==> src/sfp_defines.vh <==
// sfp_defines.vh: offsets, fields, reset values and codes of the spi flash port
// assumes inclusion by bare name from the design file; definitions only
`ifndef SFP_DEFINES_VH
`define SFP_DEFINES_VH

// ----------------
// register offsets (sfr space below 0x100, io ram above)
// ----------------
`define SFP_OFS_IRQ_FLAG 16'h00F8
`define SFP_OFS_CMD 16'h00FD
`define SFP_OFS_MODE_SEL 16'h2080
`define SFP_OFS_MODE_STB 16'h2081
`define SFP_OFS_IRQ_EN 16'h2701
`define SFP_OFS_STAT 16'h2708
`define SFP_OFS_CTRL 16'h270C

// ----------------
// field positions
// ----------------
`define SFP_BIT_IRQ 7
`define SFP_BIT_PORT_EN 4
`define SFP_BIT_SAFE 3

// ----------------
// reset values
// ----------------
`define SFP_RST_PORT_EN 1'b1
`define SFP_RST_SAFE 1'b0
`define SFP_RST_IRQ 1'b0
`define SFP_RST_STAT 6'h00
`define SFP_RST_CMD 8'h00

// ----------------
// mode codes, write window, byte slots
// ----------------
`define SFP_SEL_ERASE 8'hD1
`define SFP_SEL_READBACK 8'h2E
`define SFP_STB_KEY 8'h96
`define SFP_UNLOCK 4'h2
`define SFP_SAFE_LO 16'h0400
`define SFP_SAFE_HI 16'h040F
`define SFP_IDX_LO 3'd1
`define SFP_IDX_CMD 3'd2
`define SFP_IDX_STAT 3'd3
`define SFP_IDX_DATA 3'd4
`define SFP_CNT_SHORT 3'b111

`endif

==> src/sfp_spi_slave.v <==
// sfp_spi_slave.v: spi slave port with memory access and flash programming mode
// assumes spi mode 0 pins from outside (synchronised here), a memory bus
// with one-cycle ack, and mpu register accesses on the same clock
//
// Functional notes
// - a one-byte transaction always loads the command register, and interrupts outside flash mode
// - longer transactions: address word, command, status out, then data bytes
// - read command returns data from address, incrementing; cmd/irq unless 0x80
// - write command stores data from address, incrementing outside flash mode; cmd/irq unless 0x00
// - irq flag set by hardware, cleared by writing 0; enable resets to 0
// - port enable resets to 1; when 0 the port is off
// - outside flash mode, safe mode drops writes outside the 16 byte window
// - status bit 7 flags not-ready in the previous transaction
// - status bit 6 sent-data parity, bit 5 received-byte parity
// - status bits 4:2 low data count; short transactions give 111
// - bit 1 flash mode gated by test pin; bit 0 flash ready
// - in flash mode all accesses go to flash, not ram
// - flash writes hold the first data byte and commit it with each later byte as one word
// - large variant: one-byte transaction in flash mode sets bank select
// - flash mode halts the mpu, no interrupts, left only by reset
// - entry needs emulator on, flag_a clear, not secure, unlock key 0010
// - mode select and strobe are reachable only from spi
// - select 0xD1 erase entry, 0x2E readback when not secure, else none
// - strobe 0x96 enters if select valid; every strobe that safe mode lets through clears select
// - entry halts mpu, stops compute engine, resets flash logic; erases only after select 0xD1
// - chip select high holds the port in reset with output released
// - command msb selects read (1) or write (0)
`timescale 1ns/1ps
`include "sfp_defines.vh"

module sfp_spi_slave #(
    parameter LARGE_FLASH = 1
) (
    // clock and reset
    input wire clk,
    input wire reset_n,
    // spi pins
    input wire port_select_n,
    input wire spi_sck,
    input wire spi_mosi,
    output wire spi_miso_o,
    output wire spi_miso_oe,
    output wire spi_pins_enabled,
    // mpu register port
    input wire reg_sfr,
    input wire [15:0] reg_addr,
    input wire reg_we,
    input wire [7:0] reg_wdata,
    output reg [7:0] reg_rdata,
    output wire spi_irq_req,
    // memory and flash bus
    output reg mem_req,
    output reg mem_we,
    output reg mem_wide,
    output wire mem_flash,
    output reg [15:0] mem_addr,
    output reg [15:0] mem_wdata,
    input wire mem_ack,
    input wire [7:0] mem_rdata,
    // flash mode environment
    input wire emulator_enable,
    input wire flag_a,
    input wire secure_bit,
    input wire [3:0] flash_unlock_key,
    input wire test_pin,
    input wire flash_ready,
    input wire erase_done,
    output reg flash_programming_mode,
    output wire mpu_halt,
    output wire ce_disable,
    output reg flash_ctl_reset,
    output reg mass_erase_start,
    output reg secure_clear,
    output reg [1:0] flash_bank_select
);

// ----------------
// state
// ----------------
reg [2:0] sck_q;
reg [1:0] cs_q;
reg [1:0] mosi_q;
reg [1:0] tst_q;
reg active_q;
reg [2:0] bit_q;
reg [7:0] rx_q;
reg [7:0] tx_q;
reg load_q;
reg [2:0] idx_q;
reg many_q;
reg [15:0] addr_q;
reg [7:0] cmd_q;
reg [7:0] even_q;
reg pair_q;
reg err_q;
reg txp_q;
reg rxp_q;
reg [7:0] rd_buf_q;
reg rd_vld_q;
reg [5:0] stat_q;
reg [7:0] cmd_reg_q;
reg [7:0] sel_q;
reg irq_q;
reg ien_q;
reg port_en_q;
reg safe_q;

// ----------------
// pin sampling and edges
// ----------------
// two flops on every pin, a third on sck; edge detect looks only at the second and third
always @(posedge clk or negedge reset_n) begin
    if (!reset_n) begin
        sck_q <= 3'b000;
        cs_q <= 2'b11;
        mosi_q <= 2'b00;
        tst_q <= 2'b00;
        active_q <= 1'b0;
    end else begin
        sck_q <= {sck_q[1:0], spi_sck};
        cs_q <= {cs_q[0], port_select_n};
        mosi_q <= {mosi_q[0], spi_mosi};
        tst_q <= {tst_q[0], test_pin};
        active_q <= ~cs_q[1] & port_en_q;
    end
end

wire active = ~cs_q[1] & port_en_q;
wire sck_rise = active & sck_q[1] & ~sck_q[2];
wire sck_fall = active & ~sck_q[1] & sck_q[2];
wire end_txn = active_q & ~active;
wire [7:0] rx_byte = {rx_q[6:0], mosi_q[1]};
wire byte_done = sck_rise & (bit_q == 3'd7);

// byte slot decode of the byte just completed
wire is_cmd = ~many_q & (idx_q == `SFP_IDX_CMD);
wire is_lo = ~many_q & (idx_q == `SFP_IDX_LO);
wire is_hi = ~many_q & (idx_q == 3'd0);
wire is_data = many_q;
wire rd_cmd = cmd_q[7];

// ----------------
// flash mode gating
// ----------------
wire entry_ok = emulator_enable & ~flag_a & ~secure_bit & (flash_unlock_key == `SFP_UNLOCK);
wire sel_erase = (sel_q == `SFP_SEL_ERASE);
wire sel_ok = entry_ok & (sel_erase | ((sel_q == `SFP_SEL_READBACK) & ~secure_bit));

// ----------------
// status byte: stored part plus live flash bits
// ----------------
wire [7:0] stat_rd = {stat_q, flash_programming_mode & tst_q[1], flash_programming_mode & flash_ready};

// ----------------
// transaction end: command register and interrupt events
// ----------------
wire single = ~many_q & (idx_q == 3'd1);
wire multi = many_q | (idx_q == `SFP_IDX_STAT);
wire cmd_upd = end_txn & (single | (multi & (|cmd_q[6:0])));
wire irq_set = cmd_upd & ~flash_programming_mode;
wire [7:0] cmd_new = single ? addr_q[15:8] : cmd_q;

// write target checks
wire in_window = (addr_q >= `SFP_SAFE_LO) & (addr_q <= `SFP_SAFE_HI);
wire wr_allowed = ~safe_q | in_window;

// memory request issue, shared by reads and writes
wire busy = mem_req & ~mem_ack;

// ----------------
// serial engine and memory sequencing
// ----------------
// the frame counters and flags clear while the port is deselected, so a new frame
// always starts from byte slot zero whatever the last one left behind
always @(posedge clk or negedge reset_n) begin
    if (!reset_n) begin
        bit_q <= 3'd0;
        rx_q <= 8'h00;
        tx_q <= 8'h00;
        load_q <= 1'b0;
        idx_q <= 3'd0;
        many_q <= 1'b0;
        addr_q <= 16'h0000;
        cmd_q <= 8'h00;
        even_q <= 8'h00;
        pair_q <= 1'b0;
        err_q <= 1'b0;
        txp_q <= 1'b0;
        rxp_q <= 1'b0;
        rd_buf_q <= 8'h00;
        rd_vld_q <= 1'b0;
        stat_q <= `SFP_RST_STAT;
        sel_q <= 8'h00;
        mem_req <= 1'b0;
        mem_we <= 1'b0;
        mem_wide <= 1'b0;
        mem_addr <= 16'h0000;
        mem_wdata <= 16'h0000;
        flash_programming_mode <= 1'b0;
        flash_ctl_reset <= 1'b0;
        mass_erase_start <= 1'b0;
    end else begin
        flash_ctl_reset <= 1'b0;
        mass_erase_start <= 1'b0;
        if (mem_ack) begin
            mem_req <= 1'b0;
            if (!mem_we) begin
                rd_buf_q <= mem_rdata;
                rd_vld_q <= 1'b1;
            end
        end
        if (end_txn && (many_q || idx_q != 3'd0)) begin
            // error, parities and data count of the finished frame
            stat_q[5] <= err_q | (bit_q != 3'd0);
            stat_q[4] <= txp_q;
            stat_q[3] <= rxp_q;
            stat_q[2:0] <= many_q ? idx_q + `SFP_IDX_DATA : `SFP_CNT_SHORT;
        end
        if (!active) begin
            bit_q <= 3'd0;
            tx_q <= 8'h00;
            load_q <= 1'b0;
            idx_q <= 3'd0;
            many_q <= 1'b0;
            pair_q <= 1'b0;
            err_q <= 1'b0;
            txp_q <= 1'b0;
            rxp_q <= 1'b0;
            rd_vld_q <= 1'b0;
        end else begin
            if (sck_rise) begin
                bit_q <= bit_q + 3'd1;
                rx_q <= rx_byte;
            end
            if (byte_done) begin
                load_q <= 1'b1;
                idx_q <= idx_q + 3'd1;
                rxp_q <= rxp_q ^ (^rx_byte);
                if (idx_q == `SFP_IDX_STAT)
                    many_q <= 1'b1;
                if (is_hi)
                    addr_q[15:8] <= rx_byte;
                if (is_lo)
                    addr_q[7:0] <= rx_byte;
                if (is_cmd) begin
                    cmd_q <= rx_byte;
                    // prefetch the first byte so it is ready after status
                    if (rx_byte[7]) begin
                        if (busy) begin
                            err_q <= 1'b1;
                        end else begin
                            mem_req <= 1'b1;
                            mem_we <= 1'b0;
                            mem_wide <= 1'b0;
                            mem_addr <= addr_q;
                        end
                    end
                end
                if (is_data && !rd_cmd) begin
                    if (flash_programming_mode) begin
                        // first data byte is held, every later byte commits a word with it
                        if (!pair_q) begin
                            even_q <= rx_byte;
                            pair_q <= 1'b1;
                        end else if (busy) begin
                            err_q <= 1'b1;
                        end else begin
                            mem_req <= 1'b1;
                            mem_we <= 1'b1;
                            mem_wide <= 1'b1;
                            mem_addr <= addr_q;
                            mem_wdata <= {rx_byte, even_q};
                        end
                    end else begin
                        addr_q <= addr_q + 16'h0001;
                        if (addr_q == `SFP_OFS_MODE_SEL) begin
                            if (wr_allowed)
                                sel_q <= rx_byte;
                        end else if (addr_q == `SFP_OFS_MODE_STB) begin
                            if (wr_allowed) begin
                                sel_q <= 8'h00;
                                if (rx_byte == `SFP_STB_KEY && sel_ok) begin
                                    flash_programming_mode <= 1'b1;
                                    flash_ctl_reset <= 1'b1;
                                    mass_erase_start <= sel_erase;
                                end
                            end
                        end else if (wr_allowed) begin
                            if (busy) begin
                                err_q <= 1'b1;
                            end else begin
                                mem_req <= 1'b1;
                                mem_we <= 1'b1;
                                mem_wide <= 1'b0;
                                mem_addr <= addr_q;
                                mem_wdata <= {8'h00, rx_byte};
                            end
                        end
                    end
                end
            end
            // the falling edge after a full byte loads the next outgoing byte
            if (sck_fall) begin
                if (load_q) begin
                    load_q <= 1'b0;
                    if (~many_q && idx_q == `SFP_IDX_STAT) begin
                        tx_q <= stat_rd;
                    end else if (many_q && rd_cmd) begin
                        tx_q <= rd_buf_q;
                        txp_q <= txp_q ^ (^rd_buf_q);
                        rd_vld_q <= 1'b0;
                        if (!rd_vld_q)
                            err_q <= 1'b1;
                        // fetch the following address while this byte shifts
                        if (busy) begin
                            err_q <= 1'b1;
                        end else begin
                            mem_req <= 1'b1;
                            mem_we <= 1'b0;
                            mem_wide <= 1'b0;
                            mem_addr <= addr_q + 16'h0001;
                        end
                        addr_q <= addr_q + 16'h0001;
                    end else begin
                        tx_q <= 8'h00;
                    end
                end else begin
                    tx_q <= {tx_q[6:0], 1'b0};
                end
            end
        end
    end
end

// ----------------
// mpu registers
// ----------------
// mode select and strobe have no decode here: the mpu cannot reach them
always @(posedge clk or negedge reset_n) begin
    if (!reset_n) begin
        irq_q <= `SFP_RST_IRQ;
        ien_q <= `SFP_RST_IRQ;
        port_en_q <= `SFP_RST_PORT_EN;
        safe_q <= `SFP_RST_SAFE;
        cmd_reg_q <= `SFP_RST_CMD;
        reg_rdata <= 8'h00;
        flash_bank_select <= 2'b00;
        secure_clear <= 1'b0;
    end else begin
        // a hardware set in the same cycle as a software clear wins
        if (reg_we && reg_sfr && reg_addr == `SFP_OFS_IRQ_FLAG)
            irq_q <= irq_set | (irq_q & reg_wdata[`SFP_BIT_IRQ]);
        else if (irq_set)
            irq_q <= 1'b1;
        if (reg_we && !reg_sfr && reg_addr == `SFP_OFS_IRQ_EN)
            ien_q <= reg_wdata[`SFP_BIT_IRQ];
        if (reg_we && !reg_sfr && reg_addr == `SFP_OFS_CTRL) begin
            port_en_q <= reg_wdata[`SFP_BIT_PORT_EN];
            safe_q <= reg_wdata[`SFP_BIT_SAFE];
        end
        if (cmd_upd)
            cmd_reg_q <= cmd_new;
        if (end_txn && single && flash_programming_mode && LARGE_FLASH != 0)
            flash_bank_select <= addr_q[9:8];
        secure_clear <= erase_done;
        reg_rdata <= 8'h00;
        if (reg_sfr) begin
            if (reg_addr == `SFP_OFS_IRQ_FLAG)
                reg_rdata[`SFP_BIT_IRQ] <= irq_q;
            if (reg_addr == `SFP_OFS_CMD)
                reg_rdata <= cmd_reg_q;
        end else begin
            if (reg_addr == `SFP_OFS_IRQ_EN)
                reg_rdata[`SFP_BIT_IRQ] <= ien_q;
            if (reg_addr == `SFP_OFS_STAT)
                reg_rdata <= stat_rd;
            if (reg_addr == `SFP_OFS_CTRL) begin
                reg_rdata[`SFP_BIT_PORT_EN] <= port_en_q;
                reg_rdata[`SFP_BIT_SAFE] <= safe_q;
            end
        end
    end
end

// ----------------
// outputs
// ----------------
assign spi_miso_o = tx_q[7];
assign spi_miso_oe = active;
assign spi_pins_enabled = port_en_q;
assign spi_irq_req = irq_q & ien_q;
assign mem_flash = flash_programming_mode;
// mode sticks until reset; halting the mpu also keeps it from clearing
assign mpu_halt = flash_programming_mode;
assign ce_disable = flash_programming_mode;

endmodule

==> config.mk <==
export PLATFORM = sky130hd
export DESIGN_NAME = sfp_spi_slave
export DESIGN_NICKNAME = d
export VERILOG_FILES = /design/src/sfp_spi_slave.v
export VERILOG_INCLUDE_DIRS = /design/src
export SDC_FILE = /design/constraint.sdc
export NUM_CORES = 1
export LEC_CHECK = 0
export BUFFER_PORTS_ARGS = -buffer_cell sky130_fd_sc_hd__buf_2
export CORE_MARGIN = 4
export CORE_UTILIZATION = 33
export CTS_CLUSTER_DIAMETER = 80
export CTS_CLUSTER_SIZE = 40
export DETAILED_ROUTE_END_ITERATION = 16
export PLACE_DENSITY = 0.59
export RECOVER_POWER = 100
export SLEW_MARGIN = 20
export SYNTH_ARGS = -nofsm -noshare
export SYNTH_HDL_FRONTEND = slang
export SYNTH_SLANG_ARGS = --single-unit
==> constraint.sdc <==
create_clock -name clk -period 2.2 [get_ports clk]
set_input_delay 0.11 -clock clk [delete_from_list [all_inputs] [get_ports clk]]
set_output_delay 0.11 -clock clk [all_outputs]
set_load 0.02 [all_outputs]
==> out/metrics.cfg <==
[outcome]
status=finished clean

[synthesis]
synth_top_area_share_pct=48.2
async_flop_share_pct=100
synth_top_area_cell=dfrtp_1
synth_area_um2=7780
ys_seq_elements=153
synth-seq-area-share_pct=49.2
synth_area_leaders=dfrtp_1 (48%), mux2_2 (6.1%), mux2i_1 (3.3%), nand2_1 (3.0%), o21ai_0 (2.8%)
synth_edf_count=0
avgSynthCellArea_um2=10.4
ys.flop_type=dfrtp_1
synthCells=748
ys_warn_count=0
syn-num-nets=813
ys_types=73

[timing]
fin_ws_ns=0.0742
hold_viol_final=0
fmax_mhz=470
finalMaxSlewViolations=0
max_slew_margin_pct=25.8
max_slew.worst_pin.slew_ns=1.11
finalCritPeriodShare_pct=96.6
skew_ns=0.0104
setup_viol=0
period_needed_ns=2.13
hold_slack_ns=0.0741

[final_layout]
drive_gt1_share_pct=28.8
post-route-cell-area_um2=10100
instances_no_fill=1258
n_antenna_cell=0
area_growth_pct=30.2
nets=997

[clocking]
cts_buffers=17
cts_root_buf=clkbuf_16
clockBufferDepth=2
cts_tree=done
htreeDepth=4
insertion_delay_ns=0.43
cts.sinks=153
clk_pin_slew_ns=0.06

[grt]
grt_pass1_wl_um=35600
grt_max_degree=63
grt_pass1_vias=6473
grtUsageTotal_pct=17.3
antenna_found_initial=0
grt_overflow=0

[critical_path]
critPathLaunch=addr_q[8]$_DFFE_PN0P_
ff2ff_path_depth=6
required_ns=2.52
worstPathArrival_ns=2.44
r2r_slack_ns=0.07
r2r-end=mem_wdata[0]$_DFFE_PN0P_
cp_max_fo=11
timing.setup.critical_path_class=flop to flop
startpoint_type=flop
r2r_start=addr_q[8]$_DFFE_PN0P_
worstSetupEndpointType=flop

[power_and_ir_drop]
finalPower_mw=6.23
powerDensity_nw_per_um2=615
vdd_drop_max_uv=431
p_leak_nw=4.49

[floorplan]
io_pins=106
fp.dieW_um=162
core-area_um2=22900
dieArea_um2=26100
initial_core_util_pct=34.0
dieHeight_um=162
core.rowCount=55

[placement]
io_buffers=100
placed_area_um2=9200
placed_cells=1201
hpwlAfterDp_um=16300
place_ws_ns=-0.0272
place.gp.congestion=0.834

[worst_hold_path]
hold_start=reg_we
hp-class=primary input to flop
hold_end=ien_q$_DFFE_PN0P_
min_path_cells=3

[detailed_routing]
viasPerCell=5.18
vias=6516
drt-total-wl_um=22400
first_pass_iters=5
routedWlPerCell_um=17.8
route.detailed.drc=0
drtAntennaViolNets=0
drt_iter0_drc=432

[flow_run]
drv_cap=0

==> layout make-up <==
| type | count | area [um^2] |
|---|---|---|
| Inverter | 35 | 131 |
| Tap cell | 313 | 392 |
| Sequential cell | 153 | 3830 |
| Clock buffer | 18 | 429 |
| Multi-Input combinational cell | 509 | 3710 |
| Clock inverter | 14 | 196 |
| Fill cell | 2198 | 12800 |
| Timing Repair Buffer | 216 | 1440 |
==> metrics by stage <==
step | TNS, ns | utilization (%)
floorplan | 0 | -
global placement | -0.00221 | 40.1
detailed placement | -0.0816 | 40.1
CTS | 0 | 43.7
global route | -0.210 | 44.2
finish | 0 | 44.2
==> state kept, by name (all words and copies together), names as in the netlist, 3 cells and up <==
name and count:
rd_buf_q 8, addr_q 16, rx_q 7, mem_addr 16, sel_q 8, cmd_q 8
reg_rdata 8, even_q 8, bit_q 3, sck_q 3, stat_q 6, cmd_reg_q 8
idx_q 3, tx_q 8, mem_wdata 16
==> critical path, cell delays in order (launching register included) <==
cell     delay [ns]
dfrtp_1        0.41
nor4_4         0.36
a41oi_2        0.26
a21o_4         0.27
a21oi_4        0.19
buf_12         0.18
mux2_2         0.34
==> cell families (layout without fill, tap and decap cells) <==
family                   count (synthesis)  count (layout)  share of synthesized area, %
XOR/XNOR                                12              12                          1.35
multiplexers                            69              69                          9.61
AND/OR/NAND/NOR                        256             256                          17.6
buffers and inverters                   86             283                          5.03
AO/OA/AOI/OAI                          157             157                          14.7
adder cells (fa/ha/maj)                 15              15                          2.41
flip-flops                             153             153                          49.2
==> cells in the mapped netlist, types with 12 or more instances <==
| library cell | number |
|---|---|
| dfrtp_1 | 150 |
| nand2_1 | 62 |
| nor2_1 | 49 |
| o21ai_0 | 44 |
| mux2_2 | 42 |
| inv_1 | 35 |
| nand3_1 | 28 |
| mux2i_1 | 26 |
| a21oi_1 | 25 |
| clkbuf_1 | 23 |
| nor3_1 | 23 |
| buf_2 | 18 |
| nand4_1 | 16 |
| ha_1 | 15 |
| a221o_1 | 12 |
| a22o_1 | 12 |
==> routing by layer <==
metal	track usage (%)	up-vias	wire length, um
met4	5.35	0	430
met3	3.50	33	1020
met1	23.1	3201	10200
met2	28.5	195	10800
li1	-	3087	-
met5	0	-	0
==> layout by cell type (no fill, tap or decap), types with 6 or more instances in the layout <==
cell / Yosys / layout
and3_1: 8 / 8
buf_4: 5 / 89
a21o_1: 7 / 7
nand4_1: 16 / 16
or3_1: 10 / 10
mux2i_1: 26 / 26
a221o_1: 12 / 11
a22o_1: 12 / 12
dlygate4sd3_1: 0 / 18
dfrtp_1: 150 / 148
inv_1: 35 / 33
xnor2_1: 10 / 10
a32o_1: 6 / 6
nor4_1: 7 / 6
nor3_1: 23 / 23
clkbuf_1: 23 / 50
a22oi_1: 7 / 7
mux2_2: 42 / 42
nand2_1: 62 / 61
nor2_1: 49 / 49
clkbuf_16: 0 / 17
ha_1: 15 / 13
nand3_1: 28 / 26
buf_2: 18 / 50
a21oi_1: 25 / 24
and2_1: 7 / 6
o21ai_0: 44 / 44
clkinvlp_4: 0 / 6
buf_12: 0 / 6
==> how the worst max path moves through the flow <==
stage,endpoint,slack [ns],depth (start not counted)
6_report,mem_wdata[0]$_DFFE_PN0P_,0.07,6
5_1_grt,addr_q[2]$_DFFE_PN0P_,-0.04,7
4_1_cts,addr_q[9]$_DFFE_PN0P_,0.002,7
3_5_place_dp,mem_addr[0]$_DFFE_PN0P_,-0.03,8
3_3_place_gp,mem_addr[0]$_DFFE_PN0P_,-0.002,8
2_1_floorplan,mem_wdata[7]$_DFFE_PN0P_,0.007,7
==> power by group <==
| group | leakage (nW) | switching [mW] | total [mW] | internal (mW) |
|---|---|---|---|---|
| Sequential | 2.04 | 0.0231 | 2.86 | 2.84 |
| Combinational | 2.16 | 0.118 | 0.223 | 0.105 |
| Clock | 0.285 | 1.24 | 3.15 | 1.90 |
==> timing repair <==
item / in CTS / in global routing
resized for setup: 3 / 32
endpoints found under the setup margin: 9 / 64
setup buffers: 0 / 7
endpoints found under the hold margin: 57 / 0
pin swaps: 0 / 8
hold buffers: 18 / 0
Power figures use the tool's default switching activity.
